===== config.mk =====
export PLATFORM = sky130hd
export DESIGN_NAME = tccct_timer
export DESIGN_NICKNAME = d
export VERILOG_FILES = /design/src/rtl/tccct_timer.v
export VERILOG_INCLUDE_DIRS = /design/src /design/src/shared
export SDC_FILE = /design/constraint.sdc
export NUM_CORES = 1
export LEC_CHECK = 0
export BUFFER_PORTS_ARGS = -buffer_cell sky130_fd_sc_hd__buf_2
export CORE_AREA = 2 2 113 197
export CTS_CLUSTER_SIZE = 28
export DETAILED_ROUTE_END_ITERATION = 16
export DIE_AREA = 0 0 115 199
export HOLD_SLACK_MARGIN = 0.15
export PLACE_DENSITY_LB_ADDON = 0.12
export SKIP_LAST_GASP = 1
export SYNTH_ARGS = -nofsm -noshare
export SYNTH_HDL_FRONTEND = slang
export SYNTH_SLANG_ARGS = --single-unit
export TNS_END_PERCENT = 30

===== constraint.sdc =====
create_clock -name pclk -period 7.01 [get_ports pclk]
set_input_delay 0.3505 -clock pclk [delete_from_list [all_inputs] [get_ports pclk]]
set_output_delay 0.3505 -clock pclk [all_outputs]
set_load 0.02 [all_outputs]

===== src/shared/tccct_defines.vh =====
// Register offsets, field positions, reset values and timing counts of the timer
`ifndef TCCCT_DEFINES_VH
`define TCCCT_DEFINES_VH
// Register indices; the byte address on the bus is the index times four
`define TCCCT_CNT_LOW_IDX        8'hE2
`define TCCCT_CNT_HIGH_IDX       8'hE3
`define TCCCT_CTL_IDX            8'hE4
`define TCCCT_CHCTL0_IDX         8'hE5
`define TCCCT_CHCTL1_IDX         8'hE6
`define TCCCT_CHCTL2_IDX         8'hE7
`define TCCCT_CC0_LOW_IDX        8'hD0
`define TCCCT_CC0_HIGH_IDX       8'hD1
`define TCCCT_CC1_LOW_IDX        8'hD2
`define TCCCT_CC1_HIGH_IDX       8'hD3
`define TCCCT_CC2_LOW_IDX        8'hD4
`define TCCCT_CC2_HIGH_IDX       8'hD5
`define TCCCT_IRQCFG_IDX         8'hD8
// Control register fields
`define TCCCT_CTL_MODE_LSB       0
`define TCCCT_CTL_DIV_LSB        2
`define TCCCT_CTL_OVF_BIT        4
`define TCCCT_CTL_CH0IF_BIT      5
// Channel control fields
`define TCCCT_CH_CAP_LSB         0
`define TCCCT_CH_CMPMODE_BIT     2
`define TCCCT_CH_ACT_LSB         3
`define TCCCT_CH_IM_BIT          6
`define TCCCT_CHCTL_RESET        8'h40
// Interrupt configuration fields
`define TCCCT_IRQ_OVFIM_BIT      0
`define TCCCT_IRQ_EN_BIT         1
`define TCCCT_IRQ_TICK_LSB       2
`define TCCCT_IRQCFG_RESET       8'h01
// Count modes
`define TCCCT_MODE_SUSPEND       2'h0
`define TCCCT_MODE_FREE          2'h1
`define TCCCT_MODE_MODULO        2'h2
`define TCCCT_MODE_UPDOWN        2'h3
// Compare actions
`define TCCCT_ACT_SET            3'h0
`define TCCCT_ACT_CLEAR          3'h1
`define TCCCT_ACT_TOGGLE         3'h2
`define TCCCT_ACT_SET_UP         3'h3
`define TCCCT_ACT_CLR_UP         3'h4
// Prescaler division counts
`define TCCCT_DIV1               8'd1
`define TCCCT_DIV8               8'd8
`define TCCCT_DIV32              8'd32
`define TCCCT_DIV128             8'd128
`define TCCCT_ZERO16             16'h0000
`endif


===== src/rtl/tccct_timer.v =====
// Three channel capture/compare timer with APB register access
//
// Added by the designer: the APB register port.
`timescale 1ns/100ps
`include "tccct_defines.vh"
module tccct_timer #(
    parameter CW = 16
) (
    input  wire        pclk,
    input  wire        presetn,
    input  wire        psel,
    input  wire        penable,
    input  wire        pwrite,
    input  wire [9:0]  paddr,
    input  wire [31:0] pwdata,
    output reg  [31:0] prdata,
    output reg         pready,
    output reg         pslverr,
    input  wire [2:0]  chan_in,
    output reg  [2:0]  chan_out,
    output reg  [2:0]  chan_oe_n,
    output reg         timer_irq,
    output reg         shared_timer_irq_flag,
    output reg         chan0_dma_trigger,
    output reg         chan1_dma_trigger,
    output reg         chan2_dma_trigger
);

    // ****************************************
    // Registers
    // ****************************************
    reg  [CW-1:0] count;
    reg           count_down;
    reg  [1:0]    count_mode_select;
    reg  [1:0]    prescaler_select;
    reg  [2:0]    global_tick_divider;
    reg           overflow_flag;
    reg  [2:0]    chan_irq_flag;
    reg           overflow_mask;
    reg           timer_irq_enable;
    reg  [7:0]    chctl [0:2];
    reg  [CW-1:0] channel_compare_value [0:2];
    reg  [CW-1:0] pend_value [0:2];
    reg  [2:0]    pend_valid;
    reg  [7:0]    channel_compare_low_byte [0:2];
    reg  [7:0]    counter_high_latch;
    reg  [7:0]    tick_cnt;
    reg  [7:0]    pre_cnt;
    reg  [2:0]    sync1;
    reg  [2:0]    sync2;
    reg  [2:0]    sync3;
    reg           prev_req;

    wire [7:0]    addr  = {paddr[9:2]};
    wire          wr    = psel & penable & pwrite & pready;
    wire [7:0]    wbyte = pwdata[7:0];
    wire          running = (count_mode_select != `TCCCT_MODE_SUSPEND);
    wire [CW-1:0] period = channel_compare_value[0];
    integer       i;
    integer       k;

    function [7:0] div_count;
        input [1:0] sel;
        begin
            case (sel)
                2'h0:    div_count = `TCCCT_DIV1;
                2'h1:    div_count = `TCCCT_DIV8;
                2'h2:    div_count = `TCCCT_DIV32;
                default: div_count = `TCCCT_DIV128;
            endcase
        end
    endfunction

    function is_cc_addr;
        input [7:0] a;
        begin
            is_cc_addr = (a >= `TCCCT_CC0_LOW_IDX) && (a <= `TCCCT_CC2_HIGH_IDX);
        end
    endfunction

    // ****************************************
    // Tick divider and prescaler
    // ****************************************
    wire [7:0] tick_max = (8'h01 << global_tick_divider) - 8'h01;
    wire       tick     = (tick_cnt == tick_max);
    wire       active   = running & tick & (pre_cnt == div_count(prescaler_select) - 8'h01);

    always @(posedge pclk or negedge presetn) begin
        if (!presetn) begin
            tick_cnt <= 8'h00;
            pre_cnt  <= 8'h00;
        end else begin
            tick_cnt <= tick ? 8'h00 : tick_cnt + 8'h01;
            if (tick) begin
                if (pre_cnt >= div_count(prescaler_select) - 8'h01)
                    pre_cnt <= 8'h00;
                else
                    pre_cnt <= pre_cnt + 8'h01;
            end
        end
    end

    // ****************************************
    // Counter next value and events
    // ****************************************
    reg  [CW-1:0] next_count;
    reg           next_down;
    reg           ovf_evt;
    always @* begin
        next_count = count;
        next_down  = count_down;
        ovf_evt    = 1'b0;
        if (active) begin
            case (count_mode_select)
                `TCCCT_MODE_FREE: begin
                    next_count = count + 16'h0001;
                    ovf_evt    = (count == 16'hFFFF);
                end
                `TCCCT_MODE_MODULO: begin
                    if (count == period) begin
                        next_count = `TCCCT_ZERO16;
                        ovf_evt    = 1'b1;
                    end else
                        next_count = count + 16'h0001;
                end
                `TCCCT_MODE_UPDOWN: begin
                    if (!count_down && count >= period && count != `TCCCT_ZERO16) begin
                        next_down  = 1'b1;
                        next_count = count - 16'h0001;
                    end else if (count_down && count == 16'h0001) begin
                        next_down  = 1'b0;
                        next_count = `TCCCT_ZERO16;
                        ovf_evt    = 1'b1;
                    end else if (count_down)
                        next_count = count - 16'h0001;
                    else
                        next_count = count + 16'h0001;
                end
                default: next_count = count;
            endcase
        end
    end

    wire at_zero = active && (next_count == `TCCCT_ZERO16);

    // ****************************************
    // Capture edges and compare matches
    // ****************************************
    reg [2:0] cap_evt;
    reg [2:0] cmp_evt;
    always @* begin
        for (k = 0; k < 3; k = k + 1) begin
            cap_evt[k] = running && !chctl[k][`TCCCT_CH_CMPMODE_BIT] &&
                ((chctl[k][1:0] == 2'h1 && sync2[k] && !sync3[k]) ||
                 (chctl[k][1:0] == 2'h2 && !sync2[k] && sync3[k]) ||
                 (chctl[k][1:0] == 2'h3 && sync2[k] != sync3[k]));
            cmp_evt[k] = active && chctl[k][`TCCCT_CH_CMPMODE_BIT] &&
                (count == channel_compare_value[k]);
        end
    end

    // Channel 0 flag follows zero in up/down mode
    wire ch0_evt = (count_mode_select == `TCCCT_MODE_UPDOWN) ?
        (at_zero && chctl[0][`TCCCT_CH_CMPMODE_BIT]) || cap_evt[0] :
        (cmp_evt[0] || cap_evt[0]);
    wire [2:0] ch_evt = {cmp_evt[2] | cap_evt[2], cmp_evt[1] | cap_evt[1], ch0_evt};

    wire [2:0] ch_im  = {chctl[2][`TCCCT_CH_IM_BIT], chctl[1][`TCCCT_CH_IM_BIT],
                         chctl[0][`TCCCT_CH_IM_BIT]};
    wire       req_lvl = timer_irq_enable &
        ((overflow_flag & overflow_mask) | |(chan_irq_flag & ch_im));

    // ****************************************
    // Main sequential logic
    // ****************************************
    always @(posedge pclk or negedge presetn) begin
        if (!presetn) begin
            count                 <= `TCCCT_ZERO16;
            count_down            <= 1'b0;
            count_mode_select     <= `TCCCT_MODE_SUSPEND;
            prescaler_select      <= 2'h0;
            global_tick_divider   <= 3'h0;
            overflow_flag         <= 1'b0;
            chan_irq_flag         <= 3'h0;
            overflow_mask         <= 1'b1;
            timer_irq_enable      <= 1'b0;
            counter_high_latch    <= 8'h00;
            pend_valid            <= 3'h0;
            sync1                 <= 3'h0;
            sync2                 <= 3'h0;
            sync3                 <= 3'h0;
            chan_out              <= 3'h0;
            chan_oe_n             <= 3'h7;
            timer_irq             <= 1'b0;
            prev_req              <= 1'b0;
            shared_timer_irq_flag <= 1'b0;
            chan0_dma_trigger     <= 1'b0;
            chan1_dma_trigger     <= 1'b0;
            chan2_dma_trigger     <= 1'b0;
            prdata                <= 32'h00000000;
            pready                <= 1'b0;
            pslverr               <= 1'b0;
            for (i = 0; i < 3; i = i + 1) begin
                chctl[i]                    <= `TCCCT_CHCTL_RESET;
                channel_compare_value[i]    <= `TCCCT_ZERO16;
                pend_value[i]               <= `TCCCT_ZERO16;
                channel_compare_low_byte[i] <= 8'h00;
            end
        end else begin
            sync1 <= chan_in;
            sync2 <= sync1;
            sync3 <= sync2;
            // APB: one wait state, answer in the second access cycle
            pready  <= psel & penable & ~pready;
            pslverr <= 1'b0;
            if (psel & penable & ~pready & ~(is_cc_addr(addr) ||
                (addr >= `TCCCT_CNT_LOW_IDX && addr <= `TCCCT_CHCTL2_IDX) ||
                addr == `TCCCT_IRQCFG_IDX))
                pslverr <= 1'b1;
            // Counter
            if (wr && addr == `TCCCT_CNT_LOW_IDX) begin
                count      <= `TCCCT_ZERO16;
                count_down <= 1'b0;
            end else begin
                count      <= next_count;
                count_down <= next_down;
            end
            // Flags: hardware set wins over software clear
            overflow_flag <= (overflow_flag & ~(wr && addr == `TCCCT_CTL_IDX &&
                !pwdata[`TCCCT_CTL_OVF_BIT])) | ovf_evt;
            chan_irq_flag <= (chan_irq_flag & ~({3{wr && addr == `TCCCT_CTL_IDX}} &
                ~pwdata[7:5])) | ch_evt;
            if (ovf_evt || |ch_evt)
                shared_timer_irq_flag <= 1'b1;
            else if (wr && addr == `TCCCT_IRQCFG_IDX && !pwdata[7])
                shared_timer_irq_flag <= 1'b0;
            // New request only on rising request level
            prev_req  <= req_lvl;
            timer_irq <= req_lvl & ~prev_req;
            chan0_dma_trigger <= cmp_evt[0];
            chan1_dma_trigger <= cmp_evt[1];
            chan2_dma_trigger <= cmp_evt[2];
            // Channels
            for (i = 0; i < 3; i = i + 1) begin
                chan_oe_n[i] <= ~chctl[i][`TCCCT_CH_CMPMODE_BIT];
                if (cap_evt[i])
                    channel_compare_value[i] <= count;
                else if (pend_valid[i] && (chctl[i][5:3] < `TCCCT_ACT_SET_UP || at_zero))
                begin
                    channel_compare_value[i] <= pend_value[i];
                    pend_valid[i] <= 1'b0;
                end
                if (cmp_evt[i]) begin
                    case (chctl[i][5:3])
                        `TCCCT_ACT_SET:    chan_out[i] <= 1'b1;
                        `TCCCT_ACT_CLEAR:  chan_out[i] <= 1'b0;
                        `TCCCT_ACT_TOGGLE: chan_out[i] <= ~chan_out[i];
                        `TCCCT_ACT_SET_UP: chan_out[i] <= ~count_down;
                        `TCCCT_ACT_CLR_UP: chan_out[i] <= count_down;
                        default:           chan_out[i] <= chan_out[i];
                    endcase
                end else if (at_zero && chctl[i][`TCCCT_CH_CMPMODE_BIT] &&
                    count_mode_select != `TCCCT_MODE_UPDOWN) begin
                    if (chctl[i][5:3] == `TCCCT_ACT_SET_UP)
                        chan_out[i] <= 1'b0;
                    else if (chctl[i][5:3] == `TCCCT_ACT_CLR_UP)
                        chan_out[i] <= 1'b1;
                end
            end
            // Register writes
            if (wr) begin
                case (addr)
                    `TCCCT_CTL_IDX: begin
                        count_mode_select <= wbyte[1:0];
                        prescaler_select  <= wbyte[3:2];
                    end
                    `TCCCT_CHCTL0_IDX: chctl[0] <= {1'b0, wbyte[6], 1'b0, wbyte[4:0]};
                    `TCCCT_CHCTL1_IDX: chctl[1] <= {1'b0, wbyte[6:0]};
                    `TCCCT_CHCTL2_IDX: chctl[2] <= {1'b0, wbyte[6:0]};
                    `TCCCT_IRQCFG_IDX: begin
                        overflow_mask       <= wbyte[`TCCCT_IRQ_OVFIM_BIT];
                        timer_irq_enable    <= wbyte[`TCCCT_IRQ_EN_BIT];
                        global_tick_divider <= wbyte[4:2];
                    end
                    default: begin
                        for (i = 0; i < 3; i = i + 1) begin
                            if (addr == `TCCCT_CC0_LOW_IDX + 2 * i)
                                channel_compare_low_byte[i] <= wbyte;
                            if (addr == `TCCCT_CC0_HIGH_IDX + 2 * i) begin
                                pend_value[i] <= {wbyte, channel_compare_low_byte[i]};
                                pend_valid[i] <= 1'b1;
                            end
                        end
                    end
                endcase
            end
            // Register reads
            if (psel & penable & ~pwrite & ~pready) begin
                prdata <= 32'h00000000;
                case (addr)
                    `TCCCT_CNT_LOW_IDX:  prdata[7:0] <= count[7:0];
                    `TCCCT_CNT_HIGH_IDX: prdata[7:0] <= counter_high_latch;
                    `TCCCT_CTL_IDX:      prdata[7:0] <= {chan_irq_flag, overflow_flag,
                                                         prescaler_select, count_mode_select};
                    `TCCCT_CHCTL0_IDX:   prdata[7:0] <= chctl[0];
                    `TCCCT_CHCTL1_IDX:   prdata[7:0] <= chctl[1];
                    `TCCCT_CHCTL2_IDX:   prdata[7:0] <= chctl[2];
                    `TCCCT_IRQCFG_IDX:   prdata[7:0] <= {shared_timer_irq_flag, 2'h0,
                        global_tick_divider, timer_irq_enable, overflow_mask};
                    `TCCCT_CC0_LOW_IDX:  prdata[7:0] <= channel_compare_value[0][7:0];
                    `TCCCT_CC0_HIGH_IDX: prdata[7:0] <= channel_compare_value[0][15:8];
                    `TCCCT_CC1_LOW_IDX:  prdata[7:0] <= channel_compare_value[1][7:0];
                    `TCCCT_CC1_HIGH_IDX: prdata[7:0] <= channel_compare_value[1][15:8];
                    `TCCCT_CC2_LOW_IDX:  prdata[7:0] <= channel_compare_value[2][7:0];
                    `TCCCT_CC2_HIGH_IDX: prdata[7:0] <= channel_compare_value[2][15:8];
                    default:             prdata[7:0] <= 8'h00;
                endcase
                if (addr == `TCCCT_CNT_LOW_IDX)
                    counter_high_latch <= count[15:8];
            end
        end
    end

endmodule // tccct_timer


==> load_flow_metrics.sql <==
INSERT INTO impl_metrics (metric_group, metric, value, unit) VALUES
('outcome', 'outcome', 'complete, no violations', ''),
('pwr', 'power-per-cell-area', '222.8', 'mW/mm2'),
('critical_path', 'crit_family', 'compound AO/OA/AOI/OAI gates', ''),
('sta', 'timing_max_transition_violations_final', '0', ''),
('critical_path', 'worst_setup_path_endpoint', 'chan_out[1]', ''),
('critical_path', 'crit_path_end_kind', 'register', ''),
('placement', 'numPortBuffers', '44', ''),
('logic_synthesis', 'synth_sequential_area_ratio', '41.89', '%'),
('clock_network', 'number_of_buffers_inserted_during_clock_tree_synthesis', '23', ''),
('logic_synthesis', 'synthDistinctLibCells', '82', ''),
('placement', 'gp_congestion', '0.9615', ''),
('final_layout', 'seqCellArea', '0.005714', 'mm2'),
('logic_synthesis', 'syn_inst', '1380', ''),
('clock_network', 'cts_tree', 'done', ''),
('logic_synthesis', 'synth.ff_latch_count', '228', ''),
('clock_network', 'cts.root.buffer_cell', 'sky130_fd_sc_hd__clkbuf_16', ''),
('critical_path', 'critPathBufInv', '0', ''),
('drt', 'vias_per_cell', '6.821', ''),
('critical_path', 'worst-endpoint-arrival', '5.91', 'ns'),
('grt', 'antenna_found_initial', '1', ''),
('floorplanning', 'initial_core_util', '63.98', '%'),
('final_layout', 'final_net_count', '1487', ''),
('drt', 'drc_violations', '0', ''),
('floorplanning', 'design.portCount', '95', ''),
('sta', 'fin_hold_ws', '0.2123', 'ns'),
('final_layout', 'fillers', '1640', ''),
('sta', 'report.final.hold_viol_count', '0', ''),
('logic_synthesis', 'async_flop_share', '100.0', '%'),
('floorplanning', 'dieArea', '0.02289', 'mm2'),
('critical_path', 'category_of_the_most_critical_setup_path', 'register to register', ''),
('sta', 'setup-violations-final', '0', ''),
('final_layout', 'leading_cell_type_in_the_layout_fill_and_taps_excluded', 'sky130_fd_sc_hd__dfrtp_1', ''),
('logic_synthesis', 'post_synth.cell_area_avg', '9.884', 'um2'),
('placement', 'placed_area', '0.01405', 'mm2'),
('final_layout', 'multiInputGateArea', '0.007338', 'mm2'),
('placement', 'dpl_worst_slack', '1.719', 'ns'),
('critical_path', 'r2r_start', 'count[12]', ''),
('drt', 'routed_wirelength', '41.96', 'mm'),
('sta', 'rsz_0062_raised_after_global_routing', 'false', ''),
('floorplanning', 'floorplan.die.width', '115', 'um'),
('critical_path', 'critical_path_cell_count', '12', ''),
('final_layout', 'layout_common_cells', '221 x sky130_fd_sc_hd__dfrtp_1, 148 x sky130_fd_sc_hd__mux2_2, 123 x sky130_fd_sc_hd__nand2_1, 79 x sky130_fd_sc_hd__nor2_1, 65 x sky130_fd_sc_hd__o21ai_0', ''),
('drt', 'dr_vias', '11430', ''),
('critical_path', 'r2r_path_end', 'chan_out[1]', ''),
('critical_path', 'critPathLaunchType', 'register', ''),
('grt', 'grt_max_degree', '95', ''),
('clock_network', 'clock_tree.buffer_depth', '3', ''),
('run', 'maxCapViolations', '0', ''),
('clock_network', 'clk_transition_reported_paths', '0.08', 'ns'),
('drt', 'number_of_drc_violations_after_detailed_routing_iteration_0', '1388', ''),
('logic_synthesis', 'yosys_most_used_dff', 'sky130_fd_sc_hd__dfrtp_1', ''),
('logic_synthesis', 'post_synth_edffs', '0', ''),
('final_layout', 'fin_util', '70.20', '%'),
('clock_network', 'clk_latency', '0.55', 'ns'),
('clock_network', 'cts.sink_count', '228', ''),
('drt', 'drt-wirelength-per-cell', '25.05', 'um'),
('final_layout', 'stdcell_count', '1675', ''),
('placement', 'numPlacedInstances', '1627', ''),
('sta', 'setup_tns', '0', 'ns'),
('sta', 'worst_skew', '0.03944', 'ns'),
('critical_path', 'timing.critical_path.slowest_cell_delay', '0.85', 'ns'),
('logic_synthesis', 'synth.cell_area', '0.01364', 'mm2'),
('critical_path', 'timing.reg2reg.worst_path_depth', '12', ''),
('final_layout', 'drive_above_1_share', '22.90', '%'),
('pwr', 'leakage', '6.769', 'nW'),
('clock_network', 'cts_setup_buffers', '0', ''),
('grt', 'grt_overflow', '0', ''),
('grt', 'grt_use_total', '37.37', '%'),
('critical_path', 'worst_path_slowest_cell', 'sky130_fd_sc_hd__a22oi_2', ''),
('final_layout', 'fin_area', '0.01497', 'mm2'),
('floorplanning', 'row_count', '71', '');
==> synthesized netlist by cell type, types with 31 or more instances <==
cell | n | area (um2)
sky130_fd_sc_hd__a21oi_1 | 31 | 155.2
sky130_fd_sc_hd__a221oi_1 | 32 | 280.3
sky130_fd_sc_hd__clkbuf_1 | 66 | 247.7
sky130_fd_sc_hd__dfrtp_1 | 221 | 5530
sky130_fd_sc_hd__ha_1 | 34 | 425.4
sky130_fd_sc_hd__inv_1 | 42 | 157.7
sky130_fd_sc_hd__mux2_2 | 148 | 1667
sky130_fd_sc_hd__nand2_1 | 123 | 461.7
sky130_fd_sc_hd__nand3_1 | 63 | 315.3
sky130_fd_sc_hd__nand4_1 | 34 | 212.7
sky130_fd_sc_hd__nor2_1 | 79 | 296.5
sky130_fd_sc_hd__nor3_1 | 47 | 235.2
sky130_fd_sc_hd__o21ai_0 | 65 | 325.3
sky130_fd_sc_hd__xor2_1 | 44 | 385.4
==> cells by family (layout without fill, tap and decap cells) <==
family          after synthesis  after routing  share of synthesized area, %
simple gates                476            476                         18.09
compound gates              256            256                         13.23
flops                       228            228                         41.89
mux                         175            175                         14.88
buf+inv                     156            172                         5.293
xor+xnor                     53             53                         3.403
fa+ha+maj                    35             35                         3.192
other cells                   1             25                       0.02749
==> what timing repair did <==
item	4_1_cts	5_1_grt
endpoints found under the hold margin	91	0
hold buffers	6	0
resized for setup	0	0
==> sequential cells by signal (all words and copies together), names as in the netlist, 8 cells and up <==
signal	cells
channel_compare_value	32
counter_high_latch	8
prdata	8
pre_cnt	8
period	16
count	16
pend_value	48
channel_compare_low_byte	24
chctl	17
tick_cnt	8
==> cell type report <==
cell class | instances | area share [%]
Antenna cell | 1 | 0.01672
Clock buffer | 26 | 4.054
Clock inverter | 15 | 1.639
Inverter | 42 | 1.053
Multi-Input combinational cell | 1019 | 49.03
Sequential cell | 228 | 38.18
Tap cell | 255 | 2.132
Timing Repair Buffer | 89 | 3.896
==> layer usage <==
metal	GRT usage (%)	part of all wire [%]	vias to the layer above
met2	62.55	49	581
met5	0	0	-
met1	43.99	35	5595
met3	4.784	6.7	202
li1	-	-	5048
met4	26.19	8.5	0
==> worst register-to-register path, stage by stage (launching register included) <==
cell and delay, ns:
sky130_fd_sc_hd__dfrtp_1 0.71, sky130_fd_sc_hd__ha_1 0.49, sky130_fd_sc_hd__nand4_1 0.17, sky130_fd_sc_hd__nor3_1 0.29
sky130_fd_sc_hd__a32oi_1 0.24, sky130_fd_sc_hd__a22oi_2 0.85, sky130_fd_sc_hd__mux2i_1 0.30, sky130_fd_sc_hd__mux2_2 0.35
sky130_fd_sc_hd__a21oi_1 0.44, sky130_fd_sc_hd__o31ai_1 0.30, sky130_fd_sc_hd__or3_1 0.77, sky130_fd_sc_hd__nor4_1 0.40
sky130_fd_sc_hd__nor2_1 0.08
==> power by group <==
group | internal, mW | switching, mW | leakage, nW
Combinational | 0.160 | 0.363 | 3.39
Sequential | 1.35 | 0.0696 | 2.97
Clock | 0.820 | 0.569 | 0.407
Total | 2.33 | 1.00 | 6.77
==> worst min path at each step <==
stage | from | endpoint | slack, ns | cells after the start
CTS | pwdata[5] | chctl[13] | 0.20 | 3
floorplan | presetn | chan0_dma_trigger | 0.05 | 0
global placement | sync1[1] | sync2[1] | 0.33 | 0
detailed placement | sync1[2] | sync2[2] | 0.34 | 0
finish | pwdata[5] | chctl[5] | 0.21 | 3
global route | pwdata[5] | chctl[13] | 0.24 | 3
Power figures use the tool's default switching activity.
